$ cat src/pkg/dsg_pkg.sv
`default_nettype none
package dsg_pkg;
  // Register byte addresses
  localparam logic [7:0] ADDR_CONTROL_HI = 8'h80;
  localparam logic [7:0] ADDR_CONTROL_LO = 8'h81;
  localparam logic [7:0] ADDR_START_HI   = 8'h82;
  localparam logic [7:0] ADDR_START_MID  = 8'h83;
  localparam logic [7:0] ADDR_START_LO   = 8'h84;
  localparam logic [7:0] ADDR_STEP_HI    = 8'h85;
  localparam logic [7:0] ADDR_STEP_MID   = 8'h86;
  localparam logic [7:0] ADDR_STEP_LO    = 8'h87;
  localparam logic [7:0] ADDR_POINTS_HI  = 8'h88;
  localparam logic [7:0] ADDR_POINTS_LO  = 8'h89;
  localparam logic [7:0] ADDR_STATUS     = 8'h8F;
  // Widths and master clock divide ratio
  localparam int PHASE_W = 27;
  localparam int WORD_W  = 24;
  localparam int COUNT_W = 9;
  localparam int MCLK_DIV = 16;
  // Status bit positions
  localparam int POINT_DONE_BIT = 2;
  localparam int SWEEP_DONE_BIT = 3;
  // Control field positions in the high control byte
  localparam int CMD_LSB   = 4;
  localparam int RANGE_LSB = 1;
  // Commands
  localparam logic [3:0] CMD_NOP       = 4'h0;
  localparam logic [3:0] CMD_INIT      = 4'h1;
  localparam logic [3:0] CMD_SWEEP     = 4'h2;
  localparam logic [3:0] CMD_INCREMENT = 4'h3;
  localparam logic [3:0] CMD_REPEAT    = 4'h4;
  localparam logic [3:0] CMD_STANDBY   = 4'hB;
  // Reset values
  localparam logic [23:0] RESET_WORD   = 24'h000000;
  localparam logic [8:0]  RESET_COUNT  = 9'h000;
  localparam logic [1:0]  RESET_RANGE  = 2'h0;
  localparam logic [3:0]  RESET_DIVCNT = 4'h0;
  // Sweep states
  typedef enum logic [1:0] {
    ST_STANDBY = 2'b00,
    ST_INIT    = 2'b01,
    ST_SWEEP   = 2'b11,
    ST_DONE    = 2'b10
  } dsg_state_t;
endpackage : dsg_pkg
`default_nettype wire

$ cat src/pkg/dsg_phase_if.sv
`timescale 1ns/1ps
`default_nettype none
interface dsg_phase_if;
  logic        tick;
  logic        run;
  logic        clear;
  logic [26:0] freqWord;
  logic [26:0] phase;
  modport ctrl (output tick, output run, output clear, output freqWord, input phase);
  modport core (input tick, input run, input clear, input freqWord, output phase);
endinterface : dsg_phase_if
`default_nettype wire

$ cat src/logic/dsg_sweep_top.sv
// How it works
// - Excitation comes from a 27-bit phase accumulator synthesizer.
// - Accumulator input starts from start word at bytes 0x82 to 0x84.
// - Top three bits of the 27-bit start value are forced zero.
// - Host writes a 24-bit step word held in its own register.
// - Step word of one code gives sub-0.1 Hz frequency steps.
// - A sweep is defined by start word, step word and point count.
// - Synthesizer clock is derived from the external master clock.
// - Two control bits pick one of four excitation ranges.
// - Point count is 9 bits at bytes 0x88 and 0x89, at most 511.
// - Output frequency is code times mclk over 16 over two to the 27.
// - Point done and sweep done flags; sweep done blocks increments.
`timescale 1ns/1ps
`default_nettype none
module dsg_sweep_top #(
  parameter int PHASE_W = dsg_pkg::PHASE_W,
  parameter int WORD_W  = dsg_pkg::WORD_W,
  parameter int COUNT_W = dsg_pkg::COUNT_W
) (
  // Clock and reset
  input  wire logic         mclk,
  input  wire logic         resetn,
  // Register write port from the serial slave
  input  wire logic         regWrite,
  input  wire logic [7:0]   regAddr,
  input  wire logic [7:0]   regWrData,
  // Register read port
  input  wire logic [7:0]   regRdAddr,
  output logic [7:0]        regRdData,
  // Measurement engine
  input  wire logic         pointMeasured,
  // Synthesizer outputs
  output logic [26:0]       excitationPhase,
  output logic [1:0]        excitationRange,
  output logic              excitationActive,
  output logic [26:0]       currentFreqWord
);
  dsg_phase_if phaseBus ();

  logic [WORD_W-1:0]    sweepStartFrequencyWord;
  logic [WORD_W-1:0]    sweepFrequencyStepWord;
  logic [COUNT_W-1:0]   pointCount;
  logic [COUNT_W-1:0]   stepsTaken;
  logic [PHASE_W-1:0]   freqWord;
  logic                 active;
  logic [1:0]           rangeSel;
  logic                 pointDoneFlag;
  logic                 sweepDoneFlag;
  logic [3:0]           divCount;
  dsg_pkg::dsg_state_t  state;
  logic [7:0]           rdData;

  logic [WORD_W-1:0]    next_sweepStartFrequencyWord;
  logic [WORD_W-1:0]    next_sweepFrequencyStepWord;
  logic [COUNT_W-1:0]   next_pointCount;
  logic [COUNT_W-1:0]   next_stepsTaken;
  logic [PHASE_W-1:0]   next_freqWord;
  logic                 next_active;
  logic [1:0]           next_rangeSel;
  logic                 next_pointDoneFlag;
  logic                 next_sweepDoneFlag;
  logic [3:0]           next_divCount;
  dsg_pkg::dsg_state_t  next_state;
  logic [7:0]           next_rdData;

  logic [3:0]           cmd;
  logic                 cmdValid;

  // Zero-extend a 24-bit word to the accumulator width
  function automatic logic [26:0] widen(input logic [23:0] w);
    widen = {3'b000, w};
  endfunction : widen

  // Byte lane update for multi-byte registers
  function automatic logic [23:0] put_byte(input logic [23:0] w, input logic [1:0] lane, input logic [7:0] b);
    logic [23:0] r;
    r = w;
    case (lane)
      2'h2: r[23:16] = b;
      2'h1: r[15:8] = b;
      default: r[7:0] = b;
    endcase
    put_byte = r;
  endfunction : put_byte

  assign cmdValid = regWrite && (regAddr == dsg_pkg::ADDR_CONTROL_HI);
  assign cmd      = regWrData[dsg_pkg::CMD_LSB +: 4];

  // Register writes and sweep sequencing
  always_comb begin
    next_sweepStartFrequencyWord = sweepStartFrequencyWord;
    next_sweepFrequencyStepWord  = sweepFrequencyStepWord;
    next_pointCount              = pointCount;
    next_stepsTaken              = stepsTaken;
    next_freqWord                = freqWord;
    next_rangeSel                = rangeSel;
    next_pointDoneFlag           = pointDoneFlag;
    next_sweepDoneFlag           = sweepDoneFlag;
    next_state                   = state;
    if (regWrite) begin
      case (regAddr)
        dsg_pkg::ADDR_START_HI:  next_sweepStartFrequencyWord = put_byte(sweepStartFrequencyWord, 2'h2, regWrData);
        dsg_pkg::ADDR_START_MID: next_sweepStartFrequencyWord = put_byte(sweepStartFrequencyWord, 2'h1, regWrData);
        dsg_pkg::ADDR_START_LO:  next_sweepStartFrequencyWord = put_byte(sweepStartFrequencyWord, 2'h0, regWrData);
        dsg_pkg::ADDR_STEP_HI:   next_sweepFrequencyStepWord = put_byte(sweepFrequencyStepWord, 2'h2, regWrData);
        dsg_pkg::ADDR_STEP_MID:  next_sweepFrequencyStepWord = put_byte(sweepFrequencyStepWord, 2'h1, regWrData);
        dsg_pkg::ADDR_STEP_LO:   next_sweepFrequencyStepWord = put_byte(sweepFrequencyStepWord, 2'h0, regWrData);
        dsg_pkg::ADDR_POINTS_HI: next_pointCount = {regWrData[0], pointCount[7:0]};
        dsg_pkg::ADDR_POINTS_LO: next_pointCount = {pointCount[8], regWrData};
        dsg_pkg::ADDR_CONTROL_HI: next_rangeSel = regWrData[dsg_pkg::RANGE_LSB +: 2];
        default: begin
        end
      endcase
    end
    // Commands from the control byte; flag sets further down win over these clears
    if (cmdValid) begin
      case (cmd)
        dsg_pkg::CMD_STANDBY: begin
          next_state         = dsg_pkg::ST_STANDBY;
          next_pointDoneFlag = 1'b0;
          next_sweepDoneFlag = 1'b0;
        end
        dsg_pkg::CMD_INIT: begin
          next_state    = dsg_pkg::ST_INIT;
          next_freqWord = widen(sweepStartFrequencyWord);
          next_stepsTaken = dsg_pkg::RESET_COUNT;
        end
        dsg_pkg::CMD_SWEEP: begin
          next_state         = dsg_pkg::ST_SWEEP;
          next_freqWord      = widen(sweepStartFrequencyWord);
          next_stepsTaken    = dsg_pkg::RESET_COUNT;
          next_pointDoneFlag = 1'b0;
          next_sweepDoneFlag = 1'b0;
        end
        dsg_pkg::CMD_INCREMENT: begin
          // Done sweep ignores increments
          if (state == dsg_pkg::ST_SWEEP && !sweepDoneFlag) begin
            next_freqWord      = 27'(freqWord + widen(sweepFrequencyStepWord));
            next_stepsTaken    = 9'(stepsTaken + 9'h001);
            next_pointDoneFlag = 1'b0;
          end
        end
        dsg_pkg::CMD_REPEAT: begin
          if (state == dsg_pkg::ST_SWEEP) begin
            next_pointDoneFlag = 1'b0;
          end
        end
        default: begin
        end
      endcase
    end
    if (pointMeasured && state == dsg_pkg::ST_SWEEP) begin
      next_pointDoneFlag = 1'b1;
      if (stepsTaken >= pointCount) begin
        next_sweepDoneFlag = 1'b1;
        // A standby or init command in the same cycle keeps its target state; a sweep command does not
        if (next_state == dsg_pkg::ST_SWEEP) begin
          next_state = dsg_pkg::ST_DONE;
        end
      end
    end
  end

  // Divide mclk by 16 for the synthesizer tick
  always_comb begin
    next_divCount = 4'(divCount + 4'h1);
  end

  // Registered run flag so the active output leaves a flip-flop
  always_comb begin
    next_active = (next_state != dsg_pkg::ST_STANDBY);
  end

  // Status and register readback
  always_comb begin
    next_rdData = 8'h00;
    case (regRdAddr)
      dsg_pkg::ADDR_CONTROL_HI: next_rdData = {4'h0, 1'b0, rangeSel, 1'b0};
      dsg_pkg::ADDR_START_HI:   next_rdData = sweepStartFrequencyWord[23:16];
      dsg_pkg::ADDR_START_MID:  next_rdData = sweepStartFrequencyWord[15:8];
      dsg_pkg::ADDR_START_LO:   next_rdData = sweepStartFrequencyWord[7:0];
      dsg_pkg::ADDR_STEP_HI:    next_rdData = sweepFrequencyStepWord[23:16];
      dsg_pkg::ADDR_STEP_MID:   next_rdData = sweepFrequencyStepWord[15:8];
      dsg_pkg::ADDR_STEP_LO:    next_rdData = sweepFrequencyStepWord[7:0];
      dsg_pkg::ADDR_POINTS_HI:  next_rdData = {7'h00, pointCount[8]};
      dsg_pkg::ADDR_POINTS_LO:  next_rdData = pointCount[7:0];
      dsg_pkg::ADDR_STATUS: begin
        next_rdData[dsg_pkg::POINT_DONE_BIT] = pointDoneFlag;
        next_rdData[dsg_pkg::SWEEP_DONE_BIT] = sweepDoneFlag;
      end
      default: next_rdData = 8'h00;
    endcase
  end

  always_ff @(posedge mclk or negedge resetn) begin
    if (!resetn) begin
      sweepStartFrequencyWord <= dsg_pkg::RESET_WORD;
      sweepFrequencyStepWord  <= dsg_pkg::RESET_WORD;
      pointCount              <= dsg_pkg::RESET_COUNT;
      stepsTaken              <= dsg_pkg::RESET_COUNT;
      freqWord                <= 27'h0000000;
      rangeSel                <= dsg_pkg::RESET_RANGE;
      pointDoneFlag           <= 1'b0;
      sweepDoneFlag           <= 1'b0;
      divCount                <= dsg_pkg::RESET_DIVCNT;
      state                   <= dsg_pkg::ST_STANDBY;
      active                  <= 1'b0;
      rdData                  <= 8'h00;
    end else begin
      sweepStartFrequencyWord <= next_sweepStartFrequencyWord;
      sweepFrequencyStepWord  <= next_sweepFrequencyStepWord;
      pointCount              <= next_pointCount;
      stepsTaken              <= next_stepsTaken;
      freqWord                <= next_freqWord;
      rangeSel                <= next_rangeSel;
      pointDoneFlag           <= next_pointDoneFlag;
      sweepDoneFlag           <= next_sweepDoneFlag;
      divCount                <= next_divCount;
      state                   <= next_state;
      active                  <= next_active;
      rdData                  <= next_rdData;
    end
  end

  // Synthesizer core hookup; standby holds phase at zero
  assign phaseBus.tick     = (divCount == 4'(dsg_pkg::MCLK_DIV - 1));
  assign phaseBus.run      = active;
  assign phaseBus.clear    = !active;
  assign phaseBus.freqWord = freqWord;

  dsg_phase_core uCore (
    .mclk   (mclk),
    .resetn (resetn),
    .bus    (phaseBus.core)
  );

  // Outputs straight from flip-flops
  assign excitationPhase  = phaseBus.phase;
  assign excitationRange  = rangeSel;
  assign excitationActive = active;
  assign currentFreqWord  = freqWord;
  assign regRdData        = rdData;
endmodule : dsg_sweep_top
`default_nettype wire

$ cat src/logic/dsg_phase_core.sv
`timescale 1ns/1ps
`default_nettype none
module dsg_phase_core (
  // Clock and reset
  input  wire logic   mclk,
  input  wire logic   resetn,
  // Control side
  dsg_phase_if.core   bus
);
  logic [26:0] acc;
  logic [26:0] next_acc;

  // Accumulate once per synthesizer tick
  always_comb begin
    next_acc = acc;
    if (bus.clear) begin
      next_acc = '0;
    end else if (bus.run && bus.tick) begin
      next_acc = acc + bus.freqWord;
    end
  end

  always_ff @(posedge mclk or negedge resetn) begin
    if (!resetn) begin
      acc <= '0;
    end else begin
      acc <= next_acc;
    end
  end

  assign bus.phase = acc;
endmodule : dsg_phase_core
`default_nettype wire

$ cat config.mk
export PLATFORM = sky130hd
export DESIGN_NAME = dsg_sweep_top
export DESIGN_NICKNAME = d
export VERILOG_FILES = /design/src/pkg/dsg_pkg.sv /design/src/pkg/dsg_phase_if.sv /design/src/logic/dsg_sweep_top.sv /design/src/logic/dsg_phase_core.sv
export SDC_FILE = /design/constraint.sdc
export NUM_CORES = 1
export LEC_CHECK = 0
export BUFFER_PORTS_ARGS = -buffer_cell sky130_fd_sc_hd__buf_2
export CAP_MARGIN = 0
export CORE_MARGIN = 3
export CORE_UTILIZATION = 50
export CTS_CLUSTER_DIAMETER = 30
export DETAILED_ROUTE_END_ITERATION = 8
export HOLD_SLACK_MARGIN = 0.15
export PLACE_DENSITY = 0.69
export SLEW_MARGIN = 20
export SYNTH_ARGS = -nofsm -noshare
export SYNTH_HDL_FRONTEND = slang
export SYNTH_HIERARCHICAL = 1
export SYNTH_SLANG_ARGS = --single-unit
$ cat constraint.sdc
create_clock -name mclk -period 2.8 [get_ports mclk]
set_input_delay 0.14 -clock mclk [delete_from_list [all_inputs] [get_ports mclk]]
set_output_delay 0.14 -clock mclk [all_outputs]
set_load 0.005 [all_outputs]
==> metrics, run 1 <==
status finished, final reports clean; input/output buffers between 90 and 100; Final Max Slew Viols 0; worst-path cell chain ha_1 -> fa_1 -> a21o_1 -> a221oi_4 -> o31ai_2 -> o2111ai_1 -> o211ai_1 -> xor2_1 -> a22o_1; placer congestion estimate 0.916; worst-margin pin slew 0.762 ns; Hold Vio Cnt, Final 0; #FFs+latches synth approximately 140; syn nets ~1100; Async SR Flop Fraction 100%; initial core utilization roughly 52%; clock root buffer clkbuf_16; fill cell count approximately 1500; io pins 93; area of the core 0.0175 sq mm; Routed Antenna Nets 0; leakage power 5.22 nW; Post-synth EDFFs 0; max-cap viol count 0; DR vias 8262; vias in the first global route a little under 8000; num rows 48; Post-Syn Area per Cell 9.15 sq um; crit path launch type register; DR WL/cell 19.5 microns; Seq/Total Area, Yosys 38.4%; Fin Hold WS ~0.18 ns; post-CTS setup repair buffer count 0; DRC viols 0; yosys warns 6; ANT cells 0; critical path peak fanout 4; peak supply drop about 0.00041 V; drt via density 6.17; TritonCTS Buffers 17; leading area contributor after synthesis dfrtp_1; global-route wire length before repair between 40000 and 50000 microns; PwrDens 463 mW/mm^2; die span in y 141 microns; full die area around 0.02 sq mm; Highest Clock Rate 0.373 GHz; initial antenna violation count 0; Detailed Route Iter0 Violations 565; Netlist cell types 68; DRT Pass-1 Iters 5; post-synthesis instance total 989; Die X-Extent 141 microns; DP HPWL 19600 microns; Hold Crit Class primary input to register; top post-synthesis cells by area dfrtp_1, ha_1, mux2_2; Layout Nets between 1000 and 1500; final worst-path cycle share a little over nine tenths; Max Clock Skew around 0.013 ns; area grow syn2layout 17.7%; largest net degree at the start of global routing a little over 70; CTS H-tree lvls 4; Worst setup EP type register; Critical Path RT roughly 3.1 ns; worst path arrival time 2.99 ns; minimum clock period ~2.7 ns; Final setup viols 0; Worst-Skew Late Latency 0.43 ns; Total Routing Usage GR 26.6%; Most used DFF post-synth dfrtp_1; Worst slew margin 48.9%; CP max stage cell dfrtp_1; gr ovfl total 0; Max Buffers Root-to-Sink 2; RSZ-0062 raised after global routing false; slowest cell delay on critical path 0.43 ns; CTS tree built; Clock transition at path regs 0.06 ns; clock net sink count 139; top cell type's share of synthesized area approximately two fifths; WS Path Type register to register; Syn Std Cell Area 0.00905 sq mm; Post-Route WL roughly 26000 microns; setup TNS 0 ns; layout cells sized above 1 between 20% and 30%
==> cell families after synthesis <==
kind of cell               share of synthesized area [%]
AOI/OAI and AO/OA                                   21.8
xor gates and xnor gates                            3.77
adders and majority gates                           8.87
buffers and inverters                               3.14
DFF                                                 38.4
muxes                                               6.94
and+or+nand+nor                                     17.0
==> placed cells by master (no fill, tap or decap), drive strengths merged, types with 19 or more instances in the layout <==
cell	n
dfrtp	139
ha	61
inv	32
nor2	65
clkbuf	19
a21oi	88
nand2	106
mux2	46
and3	20
nand3	40
o21ai	87
a21o	23
buf	120
xnor2	23
==> worst paths after layout <==
check                                         from                     endpoint  slack, ns  depth (start not counted)
worst min register to register         divCount[0]                  divCount[0]       0.45                          1
max in group asynchronous                   resetn  sweepStartFrequencyWord[18]       1.66                          3
worst max-delay path            currentFreqWord[0]          uCore/bus.phase[24]       0.12                          9
worst min-delay path                  regWrData[4]                pointCount[4]       0.18                          3
min in group asynchronous                   resetn           uCore/bus.phase[7]       0.29                          2
worst max register to register  currentFreqWord[0]          uCore/bus.phase[24]       0.12                          9
==> through the flow <==
| stage | area, sq um | power (mW) | std cells | util (%) | setup WS, ns |
|---|---|---|---|---|---|
| after detailed placement | 9850 | 2.51 | 1294 | 56.2 | 0.0284 |
| final | 10700 | 4.93 | 1339 | 60.8 | 0.122 |
| after CTS | 10600 | 4.97 | 1339 | 60.6 | 0.0155 |
| after floorplan | 9050 | 2.34 | 989 | - | 0.305 |
| after global placement | 9850 | 2.50 | 1294 | 56.2 | 0.0720 |
| after global routing | 10700 | 5.11 | 1339 | 60.8 | 0.00649 |
==> routing by layer <==
metal / global-route usage [%] / vias up / share of wire [%]
met3: 5.09 / 55 / 6.3
met5: 0 / - / 0
li1: - / 3898 / -
met1: 36.2 / 3983 / 44
met4: 10.5 / 0 / 3.1
met2: 41.9 / 326 / 46
==> cell usage after synthesis, types with 7 or more instances <==
cell and instances:
o21a_1 7, nand2_1 106, a21o_1 23, or3_1 7, and3_1 20, inv_1 29
mux2i_1 11, nor2_1 64, ha_1 61, a211oi_1 11, dfrtp_1 139, o21ai_1 15
a22oi_1 15, a31oi_1 11, nor3_1 12, o211ai_1 16, clkbuf_1 31, nand4_1 14
xnor2_1 23, xor2_1 16, a21oi_1 86, o21ai_0 72, nand2b_1 10, mux2_2 46
nand3_1 40
==> final cells by class <==
| class | instances | area [sq um] | share of cell area (%) |
|---|---|---|---|
| clock inverters | 13 | 189 | 1.77 |
| clock buffers | 19 | 453 | 4.25 |
| multi-input cells | 781 | 5340 | 50.1 |
| well taps | 225 | 282 | 2.64 |
| inverters | 29 | 109 | 1.02 |
| flip-flops and latches | 139 | 3480 | 32.6 |
| repair buffers | 133 | 807 | 7.57 |
==> sequential cells by signal, summed over array words and instances (netlist names) <==
name	flops
currentFreqWord	27
regRdData	8
sweepDoneFlag	1
divCount	4
excitationActive	1
pointDoneFlag	1
stepsTaken	9
state	2
excitationRange	2
sweepStartFrequencyWord	24
sweepFrequencyStepWord	24
uCore/bus.phase	27
pointCount	9
==> repair_timing <==
| action | CTS | global route |
|---|---|---|
| resized for setup | 0 | 4 |
| hold endpoints to repair | 106 | 0 |
| hold buffers | 13 | 0 |
| endpoints found under the setup margin | 0 | 8 |
==> report_power, final <==
part	internal (mW)	leakage, nW	switching (mW)
clock	1.55	0.310	0.894
combinational	0.144	3.04	0.218
sequential	2.07	1.87	0.0661
total	3.76	5.22	1.18
==> critical path: cells and delay by family (launching register included) <==
kind / cells / cell delay [ns]
xor+xnor: 1 / 0.17
flops: 1 / 0.43
fa+ha+maj: 2 / 0.67
compound gates: 6 / 1.30
No activity file was read; power rests on OpenSTA's default activity.
==> run 2, diff against run 1 <==
==> constraint.sdc (replaced) <==
create_clock -name mclk -period 2.8 [get_ports mclk]
set_input_delay 0.28 -clock mclk [delete_from_list [all_inputs] [get_ports mclk]]
set_output_delay 0.28 -clock mclk [all_outputs]
set_load 0.005 [all_outputs]
==> metrics, run 2 (same netlist as run 1, synthesis figures left out) <==
die span in y 141 microns (unchanged); largest net degree at the start of global routing 69 (was 71); critical path peak fanout 4 (unchanged); crit path launch type register (unchanged); Max Buffers Root-to-Sink 2 (unchanged); layout cells sized above 1 20.3% (was 20.2%); DRC viols 0 (unchanged); initial core utilization 51.6% (unchanged); clock net sink count 139 (unchanged); global-route wire length before repair 41500 microns (was 41800 microns); Placed Cells 1293 (was 1294); post-route setup slack 0.111 ns (was 0.122 ns); Die X-Extent 141 microns (unchanged); Post-Route WL 25800 microns (was 26100 microns); DP HPWL 19300 microns (was 19600 microns); ANT cells 0 (unchanged); Highest Clock Rate 0.372 GHz (was 0.373 GHz); Detailed Route Iter0 Violations 606 (was 565); initial antenna violation count 0 (unchanged); PwrDens 441 mW/mm^2 (was 463 mW/mm^2); Hold Crit Class primary input to register (unchanged); Critical Path RT 3.11 ns (about the same); CTS tree built (unchanged); Final setup viols 0 (unchanged); pre-CTS setup slack 0.0344 ns (was 0.0284 ns); vias in the first global route 7732 (was 7908); drt via density 6.11 (was 6.17); num rows 48 (unchanged); placer congestion estimate 0.918 (was 0.916); Max Clock Skew 0.00837 ns (was 0.0133 ns); Routed Antenna Nets 0 (unchanged); Hold Vio Cnt, Final 0 (unchanged); WS Path Type register to register (unchanged); Clock transition at path regs 0.06 ns (about the same); post-CTS setup repair buffer count 0 (unchanged); max-cap viol count 0 (unchanged); DR WL/cell 19.5 microns (about the same); final worst-path cycle share 96.0% (was 95.7%); area grow syn2layout 15.6% (was 17.7%); Worst setup EP type register (unchanged); Total Routing Usage GR 26.5% (was 26.6%); commonest non-fill, non-tap cell in the layout dfrtp_1 (unchanged); Worst-Skew Late Latency 0.43 ns (about the same); worst-margin pin slew 0.835 ns (was 0.762 ns); Layout Nets 1180 (was 1192); DR vias 8110 (was 8262); io pins 93 (unchanged); commonest non-fill, non-tap cells in the layout dfrtp_1, nand2_1, buf_2 (unchanged); Fin Hold WS 0.195 ns (was 0.179 ns); final std cells w/o fill 1327 (was 1339); status finished, final reports clean (unchanged); Final Max Slew Viols 0 (unchanged); full die area 0.0198 sq mm (unchanged); area of the core 0.0175 sq mm (unchanged); Worst slew margin 44.1% (was 48.9%); minimum clock period 2.69 ns (was 2.68 ns); CTS H-tree lvls 4 (unchanged); gr ovfl total 0 (unchanged); clock root buffer clkbuf_16 (unchanged); input/output buffers 92 (unchanged); worst path arrival time 3.00 ns (was 2.99 ns); peak supply drop 0.000419 V (was 0.000412 V); TritonCTS Buffers 17 (unchanged); leakage power 5.14 nW (was 5.22 nW); DRT Pass-1 Iters 5 (unchanged)
-- run 2: cell count changes in the layout (fill, tap and decap cells not counted), moves of 2 or more --
cell / previous run / this run
clkbuf_8: 2 / 0
buf_12: 0 / 2
dlygate4sd3_1: 13 / 2
buf_4: 28 / 25
bufinv_16: 4 / 1
clkinvlp_4: 2 / 0
clkinv_2: 2 / 7
-- run 2: path summary, 6_finish.rpt --
| kind | startpoint | endpoint | slack, ns | cells past startpoint |
|---|---|---|---|---|
| worst min register to register | divCount[0] | divCount[0] | 0.45 | 1 |
| worst max register to register | currentFreqWord[0] | uCore/bus.phase[24] | 0.11 | 9 |
| max in group asynchronous | resetn | sweepFrequencyStepWord[21] | 1.67 | 3 |
| min in group asynchronous | resetn | uCore/bus.phase[4] | 0.43 | 2 |
| worst max-delay path | currentFreqWord[0] | uCore/bus.phase[24] | 0.11 | 9 |
| worst min-delay path | regWrData[2] | pointCount[2] | 0.19 | 3 |
-- run 2: what timing repair did --
action / in CTS / in global routing
hold buffers: 2 / 0
hold endpoints to repair: 67 / 0
resized for setup: 0 / 5
setup endpoints to repair: 0 / 7
-- run 2: stage by stage --
stage          utilization, %  cell area (sq um)  power, mW   TNS, ns
3_5_place_dp             56.3               9870       2.52         0
5_1_grt                  59.7              10500       4.78  -0.00444
2_1_floorplan               -               9050       2.34         0
6_report                 59.7              10500       4.62         0
4_1_cts                  59.5              10400       4.64         0
3_3_place_gp             56.3               9870       2.51         0
-- run 2: critical path, stage by stage (launching register included) --
cell and delay, ns:
dfrtp_1 0.44, ha_1 0.25, fa_1 0.41, a21o_1 0.24, a221oi_4 0.32, o31ai_2 0.15, o2111ai_1 0.24, o211ai_1 0.15
xor2_1 0.16, a22o_1 0.20
-- run 2: area by class of cell --
class                   count  area, sq um
clock buffers              18          429
flip-flops and latches    139         3480
multi-input cells         781         5340
well taps                 225          282
inverters                  29          109
clock inverters            14          120
repair buffers            121          714
fillers                  1578         7070
-- run 2: layer usage --
| layer | GRT usage (%) | share of wire [%] | up-vias |
|---|---|---|---|
| met3 | 5.09 | 5.8 | 46 |
| met5 | 0 | 0 | - |
| li1 | - | - | 3875 |
| met1 | 36.6 | 46 | 3905 |
| met2 | 41.8 | 46 | 284 |
| met4 | 9.28 | 2.8 | 0 |
-- run 2: power by group --
group          internal (mW)  total (mW)  switching, mW  leakage [nW]
Combinational          0.139       0.353          0.214          2.99
Clock                   1.22        2.13          0.906         0.280
Sequential              2.07        2.13         0.0660          1.87
Total                   3.43        4.62           1.19          5.14
==> run 3, diff against run 2 <==
Settings changed: RECOVER_POWER set to 100.
==> metrics, run 3 (same netlist as run 1, synthesis figures left out) <==
status finished, violations left (was finished, final reports clean); failing checks max-capacitance violations, max-slew violations; CTS tree built (unchanged); peak supply drop 0.000432 V (was 0.000419 V); gr ovfl total 0 (unchanged); Routed Antenna Nets 0 (unchanged); CP max stage cell dfrtp_1 (unchanged); DR WL/cell 19.4 microns (was 19.5 microns); Critical Path RT 3.11 ns (about the same); Layout Nets 1180 (unchanged); minimum clock period 2.66 ns (was 2.69 ns); ANT cells 0 (unchanged); Hold Vio Cnt, Final 0 (unchanged); max-cap viol count 1 (was 0); final worst-path cycle share 95.0% (was 96.0%); worst r2r dst uCore/bus.phase[24] (unchanged); DRT Pass-1 Iters 8 (was 5); clock root buffer clkbuf_16 (unchanged); r2r startpoint currentFreqWord[0] (unchanged); CTS H-tree lvls 4 (unchanged); switching power 1.18 mW (was 1.19 mW); pre-CTS setup slack 0.0344 ns (unchanged); Worst-Skew Late Latency 0.43 ns (about the same); clock net sink count 139 (unchanged); DRC viols 0 (unchanged); initial core utilization 51.6% (unchanged); Max Buffers Root-to-Sink 2 (unchanged); drt via density 6.12 (was 6.11); num rows 48 (unchanged); Die X-Extent 141 microns (unchanged); DP HPWL 19300 microns (unchanged); Detailed Route Iter0 Violations 618 (was 606); global-route wire length before repair 41500 microns (unchanged); setup TNS 0 ns (unchanged); Highest Clock Rate 0.376 GHz (was 0.372 GHz); full die area 0.0198 sq mm (unchanged); worst-path cell chain ha_1 -> fa_1 -> a21o_1 -> a221oi_4 -> o31ai_2 -> o2111ai_1 -> o211ai_1 -> xor2_1 -> a22o_1 (unchanged); vias in the first global route 7732 (unchanged); sequential share of power 46.3% (was 46.2%); post-CTS setup repair buffer count 0 (unchanged); crit path launch type register (unchanged); switching part of the total power 25.6% (was 25.7%); io pins 93 (unchanged); die span in y 141 microns (unchanged); PwrDens 446 mW/mm^2 (was 441 mW/mm^2); Post-Route WL 25800 microns (about the same); Reg2Reg Setup Slack 0.14 ns (was 0.11 ns); initial antenna violation count 0 (unchanged); worst reg-to-reg path cell count 9 (unchanged); Internal Pwr Total 3.43 mW (about the same); Logic pwr share 7.5% (was 7.6%); Hold Crit Class primary input to register (unchanged); clock share of power 46.2% (was 46.1%); area of the core 0.0175 sq mm (unchanged); DR vias 8126 (was 8110); Max Clock Skew 0.00828 ns (was 0.00837 ns); commonest non-fill, non-tap cells in the layout dfrtp_1, nand2_1, a21oi_1 (was dfrtp_1, nand2_1, buf_2); Pwr Total 4.61 mW (was 4.62 mW); worst-margin pin slew 1.71 ns (was 0.835 ns); WS Path Type register to register (unchanged); Total Routing Usage GR 26.5% (unchanged); area grow syn2layout 14.2% (was 15.6%); Final setup viols 0 (unchanged); Worst slew margin -13.9% (was 44.1%); commonest non-fill, non-tap cell in the layout dfrtp_1 (unchanged); Hold EP pointCount[2] (unchanged); Final Max Slew Viols 68 (was 0); input/output buffers 92 (unchanged); critical path peak fanout 4 (unchanged); Worst setup EP type register (unchanged); Clock transition at path regs 0.06 ns (about the same); slowest cell delay on critical path 0.44 ns (about the same); post-route setup slack 0.140 ns (was 0.111 ns); leakage power 4.96 nW (was 5.14 nW); worst hold stages 3 (unchanged); Worst Setup SP currentFreqWord[0] (unchanged); layout cells sized above 1 16.2% (was 20.3%); placer congestion estimate 0.918 (unchanged); Worst Min Path Start regWrData[2] (unchanged); largest net degree at the start of global routing 69 (unchanged); TritonCTS Buffers 17 (unchanged); worst path arrival time 2.97 ns (was 3.00 ns); Fin Hold WS 0.196 ns (was 0.195 ns)
[run 3: critical path, delay by kind of cell, from the launching register on]
family / cells / cell delay (ns)
AOI/OAI and AO/OA: 6 / 1.29
adders and majority gates: 2 / 0.66
xor gates and xnor gates: 1 / 0.16
DFF: 1 / 0.44
[run 3: layout make-up]
type / count / area (sq um)
repair buffers: 121 / 619
clock buffers: 18 / 429
multi-input cells: 781 / 5300
fillers: 1617 / 7200
well taps: 225 / 282
clock inverters: 14 / 120
flip-flops and latches: 139 / 3480
inverters: 29 / 109
[run 3: metrics by stage]
stage               utilization (%)  cells  area, sq um
floorplan                         -    989         9050
global placement               56.3   1293         9870
detailed placement             56.3   1293         9870
CTS                            59.5   1327        10400
global route                   58.9   1327        10300
finish                         58.9   1327        10300
[run 3: power groups by stage]
stage / combinational [mW] / sequential, mW / clock [mW]
3_3_place_gp: 0.344 / 2.16 / 0
5_1_grt: 0.388 / 2.14 / 2.25
6_report: 0.345 / 2.13 / 2.13
4_1_cts: 0.354 / 2.13 / 2.16
2_1_floorplan: 0.204 / 2.14 / 0
3_5_place_dp: 0.349 / 2.17 / 0
[run 3: timing repair]
| item | CTS | global route |
|---|---|---|
| hold buffers | 2 | 0 |
| resized for setup | 0 | 5 |
| setup endpoints to repair | 0 | 7 |
| endpoints found under the hold margin | 67 | 0 |
[run 3: layer usage]
metal  vias up  GRT usage, %  routed length, microns
li1       3880             -                       -
met1      3906          36.6                   11500
met2       295          41.8                   11700
met3        45          5.09                    1790
met4         0          9.28                     740
met5         -             0                       0
[run 3: worst max-delay path by stage]
stage | slack (ns) | depth (start not counted) | end
final | 0.14 | 9 | uCore/bus.phase[24]
after global routing | -0.006 | 11 | currentFreqWord[26]
after CTS | 0.01 | 9 | uCore/bus.phase[26]
after detailed placement | 0.03 | 9 | uCore/bus.phase[26]
after global placement | 0.07 | 9 | uCore/bus.phase[26]
after floorplan | 0.30 | 9 | uCore/bus.phase[20]
